[config.mk]
export PLATFORM = sky130hd
export DESIGN_NAME = sacs_seq
export DESIGN_NICKNAME = d
export VERILOG_FILES = /design/src/sacs_pkg.sv /design/src/sacs_conv.sv /design/src/sacs_seq.sv
export SDC_FILE = /design/constraint.sdc
export NUM_CORES = 1
export LEC_CHECK = 0
export BUFFER_PORTS_ARGS = -buffer_cell sky130_fd_sc_hd__buf_2
export CAP_MARGIN = 20
export CORE_MARGIN = 1
export CORE_UTILIZATION = 55
export CTS_CLUSTER_DIAMETER = 150
export DETAILED_ROUTE_END_ITERATION = 6
export GPL_TIMING_DRIVEN = 0
export PLACE_DENSITY = 0.85
export SKIP_LAST_GASP = 1
export SYNTH_ARGS = -nofsm -noshare
export SYNTH_HDL_FRONTEND = slang
export SYNTH_SLANG_ARGS = --single-unit
[constraint.sdc]
create_clock -name clk_sys -period 3.6 [get_ports clk_sys]
set_input_delay 0.72 -clock clk_sys [delete_from_list [all_inputs] [get_ports clk_sys]]
set_output_delay 0.72 -clock clk_sys [all_outputs]
set_load 0.01 [all_outputs]
[src/sacs_pkg.sv]
// Shared constants and types for the serial ADC conversion sequencer
package sacs_pkg;

    // Result, address and edge-counter widths
    localparam int RES_BITS  = 10;
    localparam int ADDR_BITS = 4;
    localparam int CNT_BITS  = 5;

    // Shift-clock edge counts that mark the phases of a transfer
    localparam logic [4:0] ADDR_EDGES  = 5'h04;
    localparam logic [4:0] SAMPLE_FALL = 5'h04;
    localparam logic [4:0] HOLD_FALL   = 5'h0A;
    localparam logic [4:0] LAST_FALL   = 5'h10;

    // Channel address codes
    localparam logic [3:0] EXT_LAST_CODE  = 4'hA;
    localparam logic [3:0] TEST_HALF_CODE = 4'hB;
    localparam logic [3:0] TEST_LOW_CODE  = 4'hC;
    localparam logic [3:0] TEST_HIGH_CODE = 4'hD;

    // Values after reset
    localparam logic       EOC_RESET    = 1'b1;
    localparam logic [9:0] RESULT_RESET = 10'h000;

    // Conversion timing: each bit trial takes a least settling time
    localparam int CLK_PERIOD_NS   = 100;
    localparam int CONV_BIT_NS     = 400;
    localparam int CONV_BIT_CYCLES = (CONV_BIT_NS + CLK_PERIOD_NS - 1) / CLK_PERIOD_NS;

    // Serial sequence states
    typedef enum logic [2:0] {
        SEQ_OFF   = 3'b001,
        SEQ_SHIFT = 3'b010,
        SEQ_TAIL  = 3'b100
    } sacs_seq_type;

    // Conversion controller states
    typedef enum logic [2:0] {
        CONV_IDLE  = 3'b001,
        CONV_TRIAL = 3'b010,
        CONV_DONE  = 3'b100
    } sacs_conv_type;

endpackage : sacs_pkg

[src/sacs_conv.sv]
// Internal successive-approximation conversion controller
`timescale 1ns/10ps
`default_nettype none
module sacs_conv
    import sacs_pkg::*;
#(
    parameter int RES_W       = RES_BITS,
    parameter int STEP_CYCLES = CONV_BIT_CYCLES
) (
    input  wire logic             clk_sys,
    input  wire logic             rst_b,
    input  wire logic             start,
    input  wire logic             cmp_keep,
    output logic [RES_W-1:0]      trial_code,
    output logic                  busy,
    output logic                  done,
    output logic [RES_W-1:0]      result
);

    typedef struct packed {
        sacs_conv_type    state;
        logic             cmp_s1;
        logic             cmp_s2;
        logic [RES_W-1:0] code;
        logic [RES_W-1:0] mask;
        logic [7:0]       wait_cnt;
        logic             done;
        logic [RES_W-1:0] result;
    } sacs_conv_st_type;

    sacs_conv_st_type st;
    sacs_conv_st_type next_st;

    localparam logic [7:0] STEP_LAST = 8'(STEP_CYCLES - 1);

    // Fixed-length bit trials, MSB first; result held until next completion
    always_comb begin
        next_st        = st;
        next_st.cmp_s1 = cmp_keep;
        next_st.cmp_s2 = st.cmp_s1;
        next_st.done   = 1'b0;
        unique case (st.state)
            CONV_IDLE: begin
                if (start) begin
                    next_st.state    = CONV_TRIAL;
                    next_st.mask     = {1'b1, {(RES_W-1){1'b0}}};
                    next_st.code     = {1'b1, {(RES_W-1){1'b0}}};
                    next_st.wait_cnt = 8'h00;
                end
            end
            CONV_TRIAL: begin
                if (st.wait_cnt == STEP_LAST) begin
                    next_st.wait_cnt = 8'h00;
                    next_st.mask     = st.mask >> 1;
                    next_st.code     = (st.cmp_s2 ? st.code : (st.code & ~st.mask)) | (st.mask >> 1);
                    if (st.mask[0]) begin
                        next_st.result = st.cmp_s2 ? st.code : (st.code & ~st.mask);
                        next_st.done   = 1'b1;
                        next_st.state  = CONV_DONE;
                    end
                end else begin
                    next_st.wait_cnt = st.wait_cnt + 8'h01;
                end
            end
            CONV_DONE: begin
                next_st.state = CONV_IDLE;
            end
        endcase
    end

    // State register
    always_ff @(posedge clk_sys or negedge rst_b) begin
        if (!rst_b) begin
            st <= '{state: CONV_IDLE, cmp_s1: 1'b0, cmp_s2: 1'b0, code: '0, mask: '0,
                    wait_cnt: 8'h00, done: 1'b0, result: RESULT_RESET};
        end else begin
            st <= next_st;
        end
    end

    assign trial_code = st.code;
    assign busy       = st.state[1]; // High while trials run
    assign done       = st.done;
    assign result     = st.result;

endmodule // sacs_conv
`default_nettype wire

[src/sacs_seq.sv]
// Serial interface and conversion sequencer of a 10-bit SAR converter
`timescale 1ns/10ps
`default_nettype none
module sacs_seq
    import sacs_pkg::*;
#(
    parameter int STEP_CYCLES = CONV_BIT_CYCLES
) (
    input  wire logic                 clk_sys,
    input  wire logic                 rst_b,
    input  wire logic                 cs_b,
    input  wire logic                 io_clk,
    input  wire logic                 addr_in,
    input  wire logic                 cmp_keep,
    output logic                      data_out,
    output logic                      data_out_oe,
    output logic                      eoc,
    output logic [ADDR_BITS-1:0]      chan_sel,
    output logic                      chan_valid,
    output logic                      ext_sel,
    output logic [2:0]                test_sel,
    output logic                      sample_en,
    output logic [RES_BITS-1:0]       dac_code
);

    typedef struct packed {
        sacs_seq_type          seq;
        logic                  cs_s1;
        logic                  cs_s2;
        logic                  cs_prev;
        logic                  ck_s1;
        logic                  ck_s2;
        logic                  ck_prev;
        logic                  ad_s1;
        logic                  ad_s2;
        logic [CNT_BITS-1:0]   rcnt;
        logic [CNT_BITS-1:0]   fcnt;
        logic [ADDR_BITS-1:0]  addr_sh;
        logic [ADDR_BITS-1:0]  chan;
        logic                  chan_valid;
        logic                  ext_sel;
        logic [2:0]            test_sel;
        logic                  sample_en;
        logic [RES_BITS-1:0]   shreg;
        logic                  dout;
        logic                  oe;
        logic                  eoc;
        logic                  conv_start;
    } sacs_seq_st_type;

    sacs_seq_st_type         st;
    sacs_seq_st_type         next_st;
    logic                    conv_done;
    logic [RES_BITS-1:0]     conv_result;

    // Maps a channel code onto the three test-voltage selects
    function automatic logic [2:0] test_decode(input logic [3:0] code);
        logic [2:0] sel;
        sel = 3'h0;
        if (code == TEST_HALF_CODE) sel = 3'h1;
        if (code == TEST_LOW_CODE)  sel = 3'h2;
        if (code == TEST_HIGH_CODE) sel = 3'h4;
        return sel;
    endfunction

    // Saturating shift-clock edge counter step
    function automatic logic [4:0] count_up(input logic [4:0] cnt);
        return (cnt == LAST_FALL) ? cnt : cnt + 5'h01;
    endfunction

    // Sequencer: synchronisers, edge detection, address, sampling, result shift
    always_comb begin
        logic       cs_act;
        logic       cs_fall;
        logic       ck_rise;
        logic       ck_fall;
        logic       start_seq;
        logic [4:0] fnew;
        cs_act    = 1'b0;
        cs_fall   = 1'b0;
        ck_rise   = 1'b0;
        ck_fall   = 1'b0;
        start_seq = 1'b0;
        fnew      = 5'h00;

        next_st            = st;
        next_st.cs_s1      = cs_b;
        next_st.cs_s2      = st.cs_s1;
        next_st.cs_prev    = st.cs_s2;
        next_st.ck_s1      = io_clk;
        next_st.ck_s2      = st.ck_s1;
        next_st.ck_prev    = st.ck_s2;
        next_st.ad_s1      = addr_in;
        next_st.ad_s2      = st.ad_s1;
        next_st.conv_start = 1'b0;

        cs_act  = ~st.cs_s2;
        cs_fall = st.cs_prev & ~st.cs_s2;
        ck_rise = ~st.ck_prev & st.ck_s2;
        ck_fall = st.ck_prev & ~st.ck_s2;
        fnew    = count_up(st.fcnt);

        // Done output follows the conversion controller
        if (conv_done) begin
            next_st.eoc = 1'b1;
        end

        unique case (st.seq)
            SEQ_OFF: begin
                next_st.oe        = 1'b0;
                next_st.sample_en = 1'b0;
                if (cs_fall) begin
                    start_seq = 1'b1;
                end
            end
            SEQ_SHIFT: begin
                if (ck_rise && st.rcnt < ADDR_EDGES) begin
                    next_st.addr_sh = {st.addr_sh[ADDR_BITS-2:0], st.ad_s2};
                    next_st.rcnt    = st.rcnt + 5'h01;
                    if (st.rcnt == ADDR_EDGES - 5'h01) begin
                        next_st.chan       = {st.addr_sh[ADDR_BITS-2:0], st.ad_s2};
                        next_st.chan_valid = 1'b1;
                        next_st.ext_sel    = ({st.addr_sh[ADDR_BITS-2:0], st.ad_s2} <= EXT_LAST_CODE);
                        next_st.test_sel   = test_decode({st.addr_sh[ADDR_BITS-2:0], st.ad_s2});
                    end
                end
                if (ck_fall) begin
                    next_st.fcnt = fnew;
                    if (fnew == SAMPLE_FALL) begin
                        next_st.sample_en = 1'b1;
                    end
                    if (fnew < HOLD_FALL) begin
                        next_st.dout  = st.shreg[RES_BITS-2];
                        next_st.shreg = {st.shreg[RES_BITS-2:0], 1'b0};
                    end else begin
                        next_st.dout       = 1'b0;
                        next_st.sample_en  = 1'b0;
                        next_st.conv_start = 1'b1;
                        next_st.eoc        = 1'b0;
                        next_st.seq        = SEQ_TAIL;
                    end
                end
            end
            SEQ_TAIL: begin
                next_st.dout = 1'b0;
                if (ck_fall) begin
                    next_st.fcnt = fnew;
                    if (fnew == LAST_FALL && (st.eoc || conv_done)) begin
                        start_seq = 1'b1;
                    end
                end
                if (conv_done && (st.fcnt == HOLD_FALL || st.fcnt == LAST_FALL)) begin
                    start_seq = 1'b1;
                end
            end
        endcase

        // New sequence: counters cleared, previous result loaded, MSB driven
        if (start_seq) begin
            next_st.seq        = SEQ_SHIFT;
            next_st.rcnt       = 5'h00;
            next_st.fcnt       = 5'h00;
            next_st.chan_valid = 1'b0;
            next_st.sample_en  = 1'b0;
            next_st.shreg      = conv_result;
            next_st.dout       = conv_result[RES_BITS-1];
            next_st.oe         = 1'b1;
        end

        // Select inactive overrides the sequence state, output enable and sample enable
        if (!cs_act) begin
            next_st.seq       = SEQ_OFF;
            next_st.oe        = 1'b0;
            next_st.sample_en = 1'b0;
        end
    end

    // State register
    always_ff @(posedge clk_sys or negedge rst_b) begin
        if (!rst_b) begin
            st <= '{seq: SEQ_OFF, cs_s1: 1'b1, cs_s2: 1'b1, cs_prev: 1'b1,
                    ck_s1: 1'b0, ck_s2: 1'b0, ck_prev: 1'b0, ad_s1: 1'b0, ad_s2: 1'b0,
                    rcnt: 5'h00, fcnt: 5'h00, addr_sh: 4'h0, chan: 4'h0, chan_valid: 1'b0,
                    ext_sel: 1'b0, test_sel: 3'h0, sample_en: 1'b0, shreg: RESULT_RESET,
                    dout: 1'b0, oe: 1'b0, eoc: EOC_RESET, conv_start: 1'b0};
        end else begin
            st <= next_st;
        end
    end

    // Internal conversion controller on the system clock
    sacs_conv #(
        .RES_W       (RES_BITS),
        .STEP_CYCLES (STEP_CYCLES)
    ) u_conv (
        .clk_sys    (clk_sys),
        .rst_b      (rst_b),
        .start      (st.conv_start),
        .cmp_keep   (cmp_keep),
        .trial_code (dac_code),
        .busy       (),
        .done       (conv_done),
        .result     (conv_result)
    );

    // Outputs straight from state flops
    assign data_out    = st.dout;
    assign data_out_oe = st.oe;
    assign eoc         = st.eoc;
    assign chan_sel    = st.chan;
    assign chan_valid  = st.chan_valid;
    assign ext_sel     = st.ext_sel;
    assign test_sel    = st.test_sel;
    assign sample_en   = st.sample_en;

endmodule // sacs_seq
`default_nettype wire

==> results.md <==
- IR analysis of the VDD net gives a maximum drop of about 0.00024 V.
- The I/O pin count is 29.
- The number of max-capacitance violations reported is 0.
- For flop-to-flop paths, the worst setup slack is 0.90 ns.
- Counting I/O delays and the setup requirement, the final critical path takes 2.70 ns.
- The share of layout cells above drive strength 1 is 21.6%.
- Per report_power, the clock group accounts for 34.4% of the total.
- The number of hold buffers added after CTS is 0.
- The count of buffers added on input and output ports is 28.
- After synthesis the netlist holds a flip-flop and latch count of 91.
- The number of H-tree branching levels is 3.
- In this run the number of cells on the critical path is 8.
- During synthesis, Yosys emitted a total of 0 warnings.
- After Yosys synthesis, full adders, half adders and majority gates account for under 10% of the synthesized area.
- The final route contains 3065 vias.
- The run finished with clean final reports.
- The startpoint identified for the worst register-to-register timing path is st[28]$_DFFE_PN0P_.
- The finished layout cell area is 4800 sq um.
- The first-pass GRT wire length is 14400 um.
- The synthesized netlist devotes approximately 1.2% of its cell area to XOR and XNOR gates.
- The endpoint identified for the worst register-to-register timing path is st[11]$_DFFE_PN0P_.
- The clock buffer count from CTS is 9.
- The number of enable-type register cells in the synthesized netlist is 0.
- For this block, the initial DRC count from the detailed router was 189.
- The number of failing hold endpoints at the final stage was 0.
- The tree built by TritonCTS fans out to ~90 sinks.
- The worst min-delay path class is primary input to async pin.
- Post-CTS repair changed the size of 0 cells.
- The number of distinct library cells after synthesis is 65.
- The internal power summed over all cells is 0.00147 W.
- Of the total synthesized cell area, the portion taken by AND, OR, NAND and NOR gates is 14.0%.
- At the worst endpoint, the arrival time is roughly 2.9 ns.
- The die extent in y is approximately 90 um.
- The count of inserted antenna diode cells is 0.
- The async set-or-reset flop fraction in the synthesized netlist is 100%.
- No sink is reached through more buffers than the 2 on the longest clock path.
- Summed over all layers, the routed wires come to a little over 8000 um.
- The CTS clock-pin slew for the worst setup and hold paths is around 0.09 ns.
- The number of max-slew violations in the final report came to 0.
- After layout, the design draws a total of 0.00196 W.
- Dividing the detail-routed wire length by the instance count gives 15.0 um.
- The source of the critical timing path is st[28]$_DFFE_PN0P_.
- From left edge to right edge, the die measures ~91 um.
- The DRC violation count after routing is 0.
- The critical path required time is ~3.8 ns.
- The cell leakage power is around 2.2 nW.
- For the worst flop-to-flop path, the logic depth is 8.
- Setup repair after global routing left no endpoint under its margin.
- The dominant register cell in the synthesized netlist is sky130_fd_sc_hd__dfrtp_1.
- By area, the combinational part of the netlist is dominated by compound AO/OA/AOI/OAI gates.
- The average instance area after synthesis is 10.6 sq um.
- The area of the die is 8200 sq um.
- From synthesis to final layout, the design area changed by 11.2%.
- For this run, the register share of the synthesized area comes to between 50% and 60%.
- At the later pin of the worst-skew pair, clock insertion delay measures ~0.35 ns.
- The fraction of the mapped netlist area in compound gates is 16.0%.
- The power share of the combinational group is 11.0%.
- The number of nets with antenna violations after detailed routing is 0.
- The post-synthesis instance total is 408.
- The cell row count is 31.
- For this run, the top clock speed supported by timing is 371 MHz.
- Following the worst setup path forward leads to its endpoint at st[11]$_DFFE_PN0P_.
- The classification of the worst setup path is register to register.
- In this run the cell area measured after placement is 4610 sq um.
- The standard cell core area is 7410 sq um.
- The total global routing overflow is 0.
- The HPWL reported at the end of detailed placement is 5730 um.
- The initial cell density of the core is 58.2%.
- The number of global-route vias before repair is 3040.
- Setup violations remaining at the end of the flow were counted as 0.
- Together, buffers and inverters on the worst path number 2.
- The count of buffers added by post-CTS timing repair for setup is 0.
- The power per standard cell area is between 400 and 500 nW/um^2.
- The signal on the critical path passes through inv_1, ha_1, nand3b_1, o21ai_0, a41oi_1, o21a_4, buf_8, mux2_4.
- The sequential share of power is 54.6%.
- The worst pin sits at a relative slew slack of 42.3%.
- At the pin with the least slew margin, the transition time is 0.854 ns.
- The switching power is 0.000493 W.
- The pin count of the biggest net entering global routing is 59.
- Before antenna repair, the detailed router went through 4 iterations.
- The maximum clock skew at final layout is 0.0132 ns.
- Global routing used 21.9% of the available tracks across all layers.
- The final weighted congestion in routability-driven placement is slightly below 0.9.
- The switching share of power is 25.1%.
- On the worst path, the slowest cell contributes a delay of 0.64 ns.
- In this run the worst path has a maximum fanout of 10.
- In the final timing run, aggregate negative setup slack is 0 ns.
- The final layout contains 459 nets.
- The number of antenna violations at the first check in global routing is 0.
- TritonCTS built the clock tree.
- The mean number of vias per cell is 5.55.
- The critical path endpoint category is a register.
- The cell with the largest stage delay on the worst path is sky130_fd_sc_hd__a41oi_1.
- Dividing the final minimum period by the clock period gives approximately three quarters.
- The startpoint class of the critical path is a register.
- Of the post-synthesis cell area, the part taken by muxes is between 7 and 8%.
- The post-synthesis instance area is 4310 sq um.
- The root buffer cell is sky130_fd_sc_hd__clkbuf_8.
- The gate family responsible for the most delay along the worst path is compound AO/OA/AOI/OAI gates.
- The post-synthesis net count is 419.
## metal layers
| metal | up-vias | GRT usage [%] | part of all wire [%] |
|---|---|---|---|
| met3 | 16 | 3.62 | 2.7 |
| met5 | - | 0 | 0 |
| li1 | 1490 | - | - |
| met2 | 54 | 35.7 | 49 |
| met4 | 0 | 8.47 | 1.8 |
| met1 | 1505 | 29.3 | 46 |
## power by group through the flow
| stage | Sequential, W | Combinational (W) | Clock, W |
|---|---|---|---|
| floorplan | 0.00108 | 0.000151 | 0 |
| global placement | 0.00109 | 0.000203 | 0 |
| detailed placement | 0.00109 | 0.000212 | 0 |
| CTS | 0.00107 | 0.000214 | 0.000689 |
| global route | 0.00108 | 0.000239 | 0.000737 |
| finish | 0.00107 | 0.000215 | 0.000674 |
## final cells by class
class                      instances  area [sq um]
fill                             618          2610
sequential                        91          2280
multi-input combinational        263          1720
buffer                            31           225
timing repair buffer              29           170
clock buffer                      14           153
tap                               99           124
inverter                          23          86.3
clock inverter                     2          37.5
## worst min-delay path by stage
stage                                    to  cells past startpoint
finish                   st[28]$_DFFE_PN0P_                      1
detailed placement  u_conv.st[39]$_DFF_PN0_                      0
floorplan             next_st[40]$_DFF_PN0_                      0
global route             st[28]$_DFFE_PN0P_                      1
CTS                      st[28]$_DFFE_PN0P_                      1
global placement           st[38]$_DFF_PN0_                      0
## per-stage QoR
stage | utilization [%] | hold WS [ns] | setup WS, ns | instances
6_report | 64.8 | 0.304 | 0.904 | 552
5_1_grt | 64.8 | 0.331 | 0.744 | 552
4_1_cts | 64.8 | 0.312 | 0.893 | 552
3_5_place_dp | 62.2 | 0.338 | 0.935 | 536
3_3_place_gp | 61.8 | 0.334 | 0.950 | 535
2_1_floorplan | - | 0.331 | 1.25 | 408
## synth_stat cells, types with 2 or more instances
| cell | count | area (sq um) |
|---|---|---|
| sky130_fd_sc_hd__nand2_1 | 40 | 150 |
| sky130_fd_sc_hd__inv_1 | 22 | 82.6 |
| sky130_fd_sc_hd__dfrtp_1 | 85 | 2130 |
| sky130_fd_sc_hd__nand3_1 | 9 | 45.0 |
| sky130_fd_sc_hd__nor3_1 | 6 | 30.0 |
| sky130_fd_sc_hd__xnor2_1 | 3 | 26.3 |
| sky130_fd_sc_hd__mux2_1 | 8 | 90.1 |
| sky130_fd_sc_hd__clkbuf_1 | 7 | 26.3 |
| sky130_fd_sc_hd__or4b_1 | 2 | 20.0 |
| sky130_fd_sc_hd__o21bai_1 | 2 | 15.0 |
| sky130_fd_sc_hd__xor2_1 | 3 | 26.3 |
| sky130_fd_sc_hd__nand3b_1 | 2 | 15.0 |
| sky130_fd_sc_hd__dfstp_2 | 6 | 158 |
| sky130_fd_sc_hd__or2b_1 | 2 | 15.0 |
| sky130_fd_sc_hd__nor4b_1 | 3 | 26.3 |
| sky130_fd_sc_hd__ha_1 | 5 | 62.6 |
| sky130_fd_sc_hd__nor3b_1 | 3 | 22.5 |
| sky130_fd_sc_hd__o21ai_1 | 2 | 10.0 |
| sky130_fd_sc_hd__mux2_2 | 7 | 78.8 |
| sky130_fd_sc_hd__and3_1 | 2 | 12.5 |
| sky130_fd_sc_hd__nor4bb_1 | 2 | 20.0 |
| sky130_fd_sc_hd__mux2_4 | 8 | 120 |
| sky130_fd_sc_hd__a21oi_1 | 21 | 105 |
| sky130_fd_sc_hd__buf_2 | 2 | 10.0 |
| sky130_fd_sc_hd__nand4_1 | 3 | 18.8 |
| sky130_fd_sc_hd__nand4b_1 | 2 | 17.5 |
| sky130_fd_sc_hd__buf_4 | 18 | 135 |
| sky130_fd_sc_hd__mux2i_1 | 2 | 20.0 |
| sky130_fd_sc_hd__clkbuf_8 | 2 | 27.5 |
| sky130_fd_sc_hd__nor2b_1 | 4 | 25.0 |
| sky130_fd_sc_hd__o211ai_1 | 4 | 30.0 |
| sky130_fd_sc_hd__and2_1 | 2 | 12.5 |
| sky130_fd_sc_hd__o21ai_0 | 68 | 340 |
| sky130_fd_sc_hd__o22ai_1 | 4 | 25.0 |
| sky130_fd_sc_hd__nand2b_1 | 3 | 18.8 |
| sky130_fd_sc_hd__nor2_1 | 15 | 56.3 |
## sequential cells by signal (all words and copies together), names as in the netlist
| signal | count |
|---|---|
| u_conv.next_st | 1 |
| test_sel | 3 |
| u_conv.st | 21 |
| chan_sel | 4 |
| data_out | 1 |
| eoc | 1 |
| data_out_oe | 1 |
| u_conv.busy | 1 |
| u_conv.result | 10 |
| sample_en | 1 |
| chan_valid | 1 |
| st | 29 |
| next_st | 5 |
| u_conv.trial_code | 10 |
| u_conv.done | 1 |
| ext_sel | 1 |
## cell families (layout without fill, tap and decap cells)
| kind of cell | count (synthesis) | after routing |
|---|---|---|
| compound gates | 116 | 116 |
| fa+ha+maj | 5 | 5 |
| xor+xnor | 6 | 6 |
| flops | 91 | 91 |
| simple gates | 111 | 111 |
| mux | 25 | 25 |
| buf+inv | 54 | 99 |
## placed cells by master (no fill, tap or decap), types with 3 or more instances in the layout
| cell type | instances |
|---|---|
| sky130_fd_sc_hd__clkbuf_8 | 12 |
| sky130_fd_sc_hd__mux2_1 | 8 |
| sky130_fd_sc_hd__dfrtp_1 | 85 |
| sky130_fd_sc_hd__nor3_1 | 6 |
| sky130_fd_sc_hd__nor3b_1 | 3 |
| sky130_fd_sc_hd__dfstp_2 | 6 |
| sky130_fd_sc_hd__ha_1 | 5 |
| sky130_fd_sc_hd__xor2_1 | 3 |
| sky130_fd_sc_hd__clkbuf_1 | 11 |
| sky130_fd_sc_hd__buf_2 | 29 |
| sky130_fd_sc_hd__buf_4 | 19 |
| sky130_fd_sc_hd__inv_1 | 22 |
| sky130_fd_sc_hd__a21oi_1 | 21 |
| sky130_fd_sc_hd__nand2b_1 | 3 |
| sky130_fd_sc_hd__o22ai_1 | 4 |
| sky130_fd_sc_hd__nor2_1 | 15 |
| sky130_fd_sc_hd__mux2_4 | 8 |
| sky130_fd_sc_hd__mux2_2 | 7 |
| sky130_fd_sc_hd__o21ai_0 | 68 |
| sky130_fd_sc_hd__nand4_1 | 3 |
| sky130_fd_sc_hd__xnor2_1 | 3 |
| sky130_fd_sc_hd__o211ai_1 | 4 |
| sky130_fd_sc_hd__nand2_1 | 40 |
| sky130_fd_sc_hd__nand3_1 | 9 |
| sky130_fd_sc_hd__nor4b_1 | 3 |
| sky130_fd_sc_hd__nor2b_1 | 4 |
(Power assumes the default switching activity.)
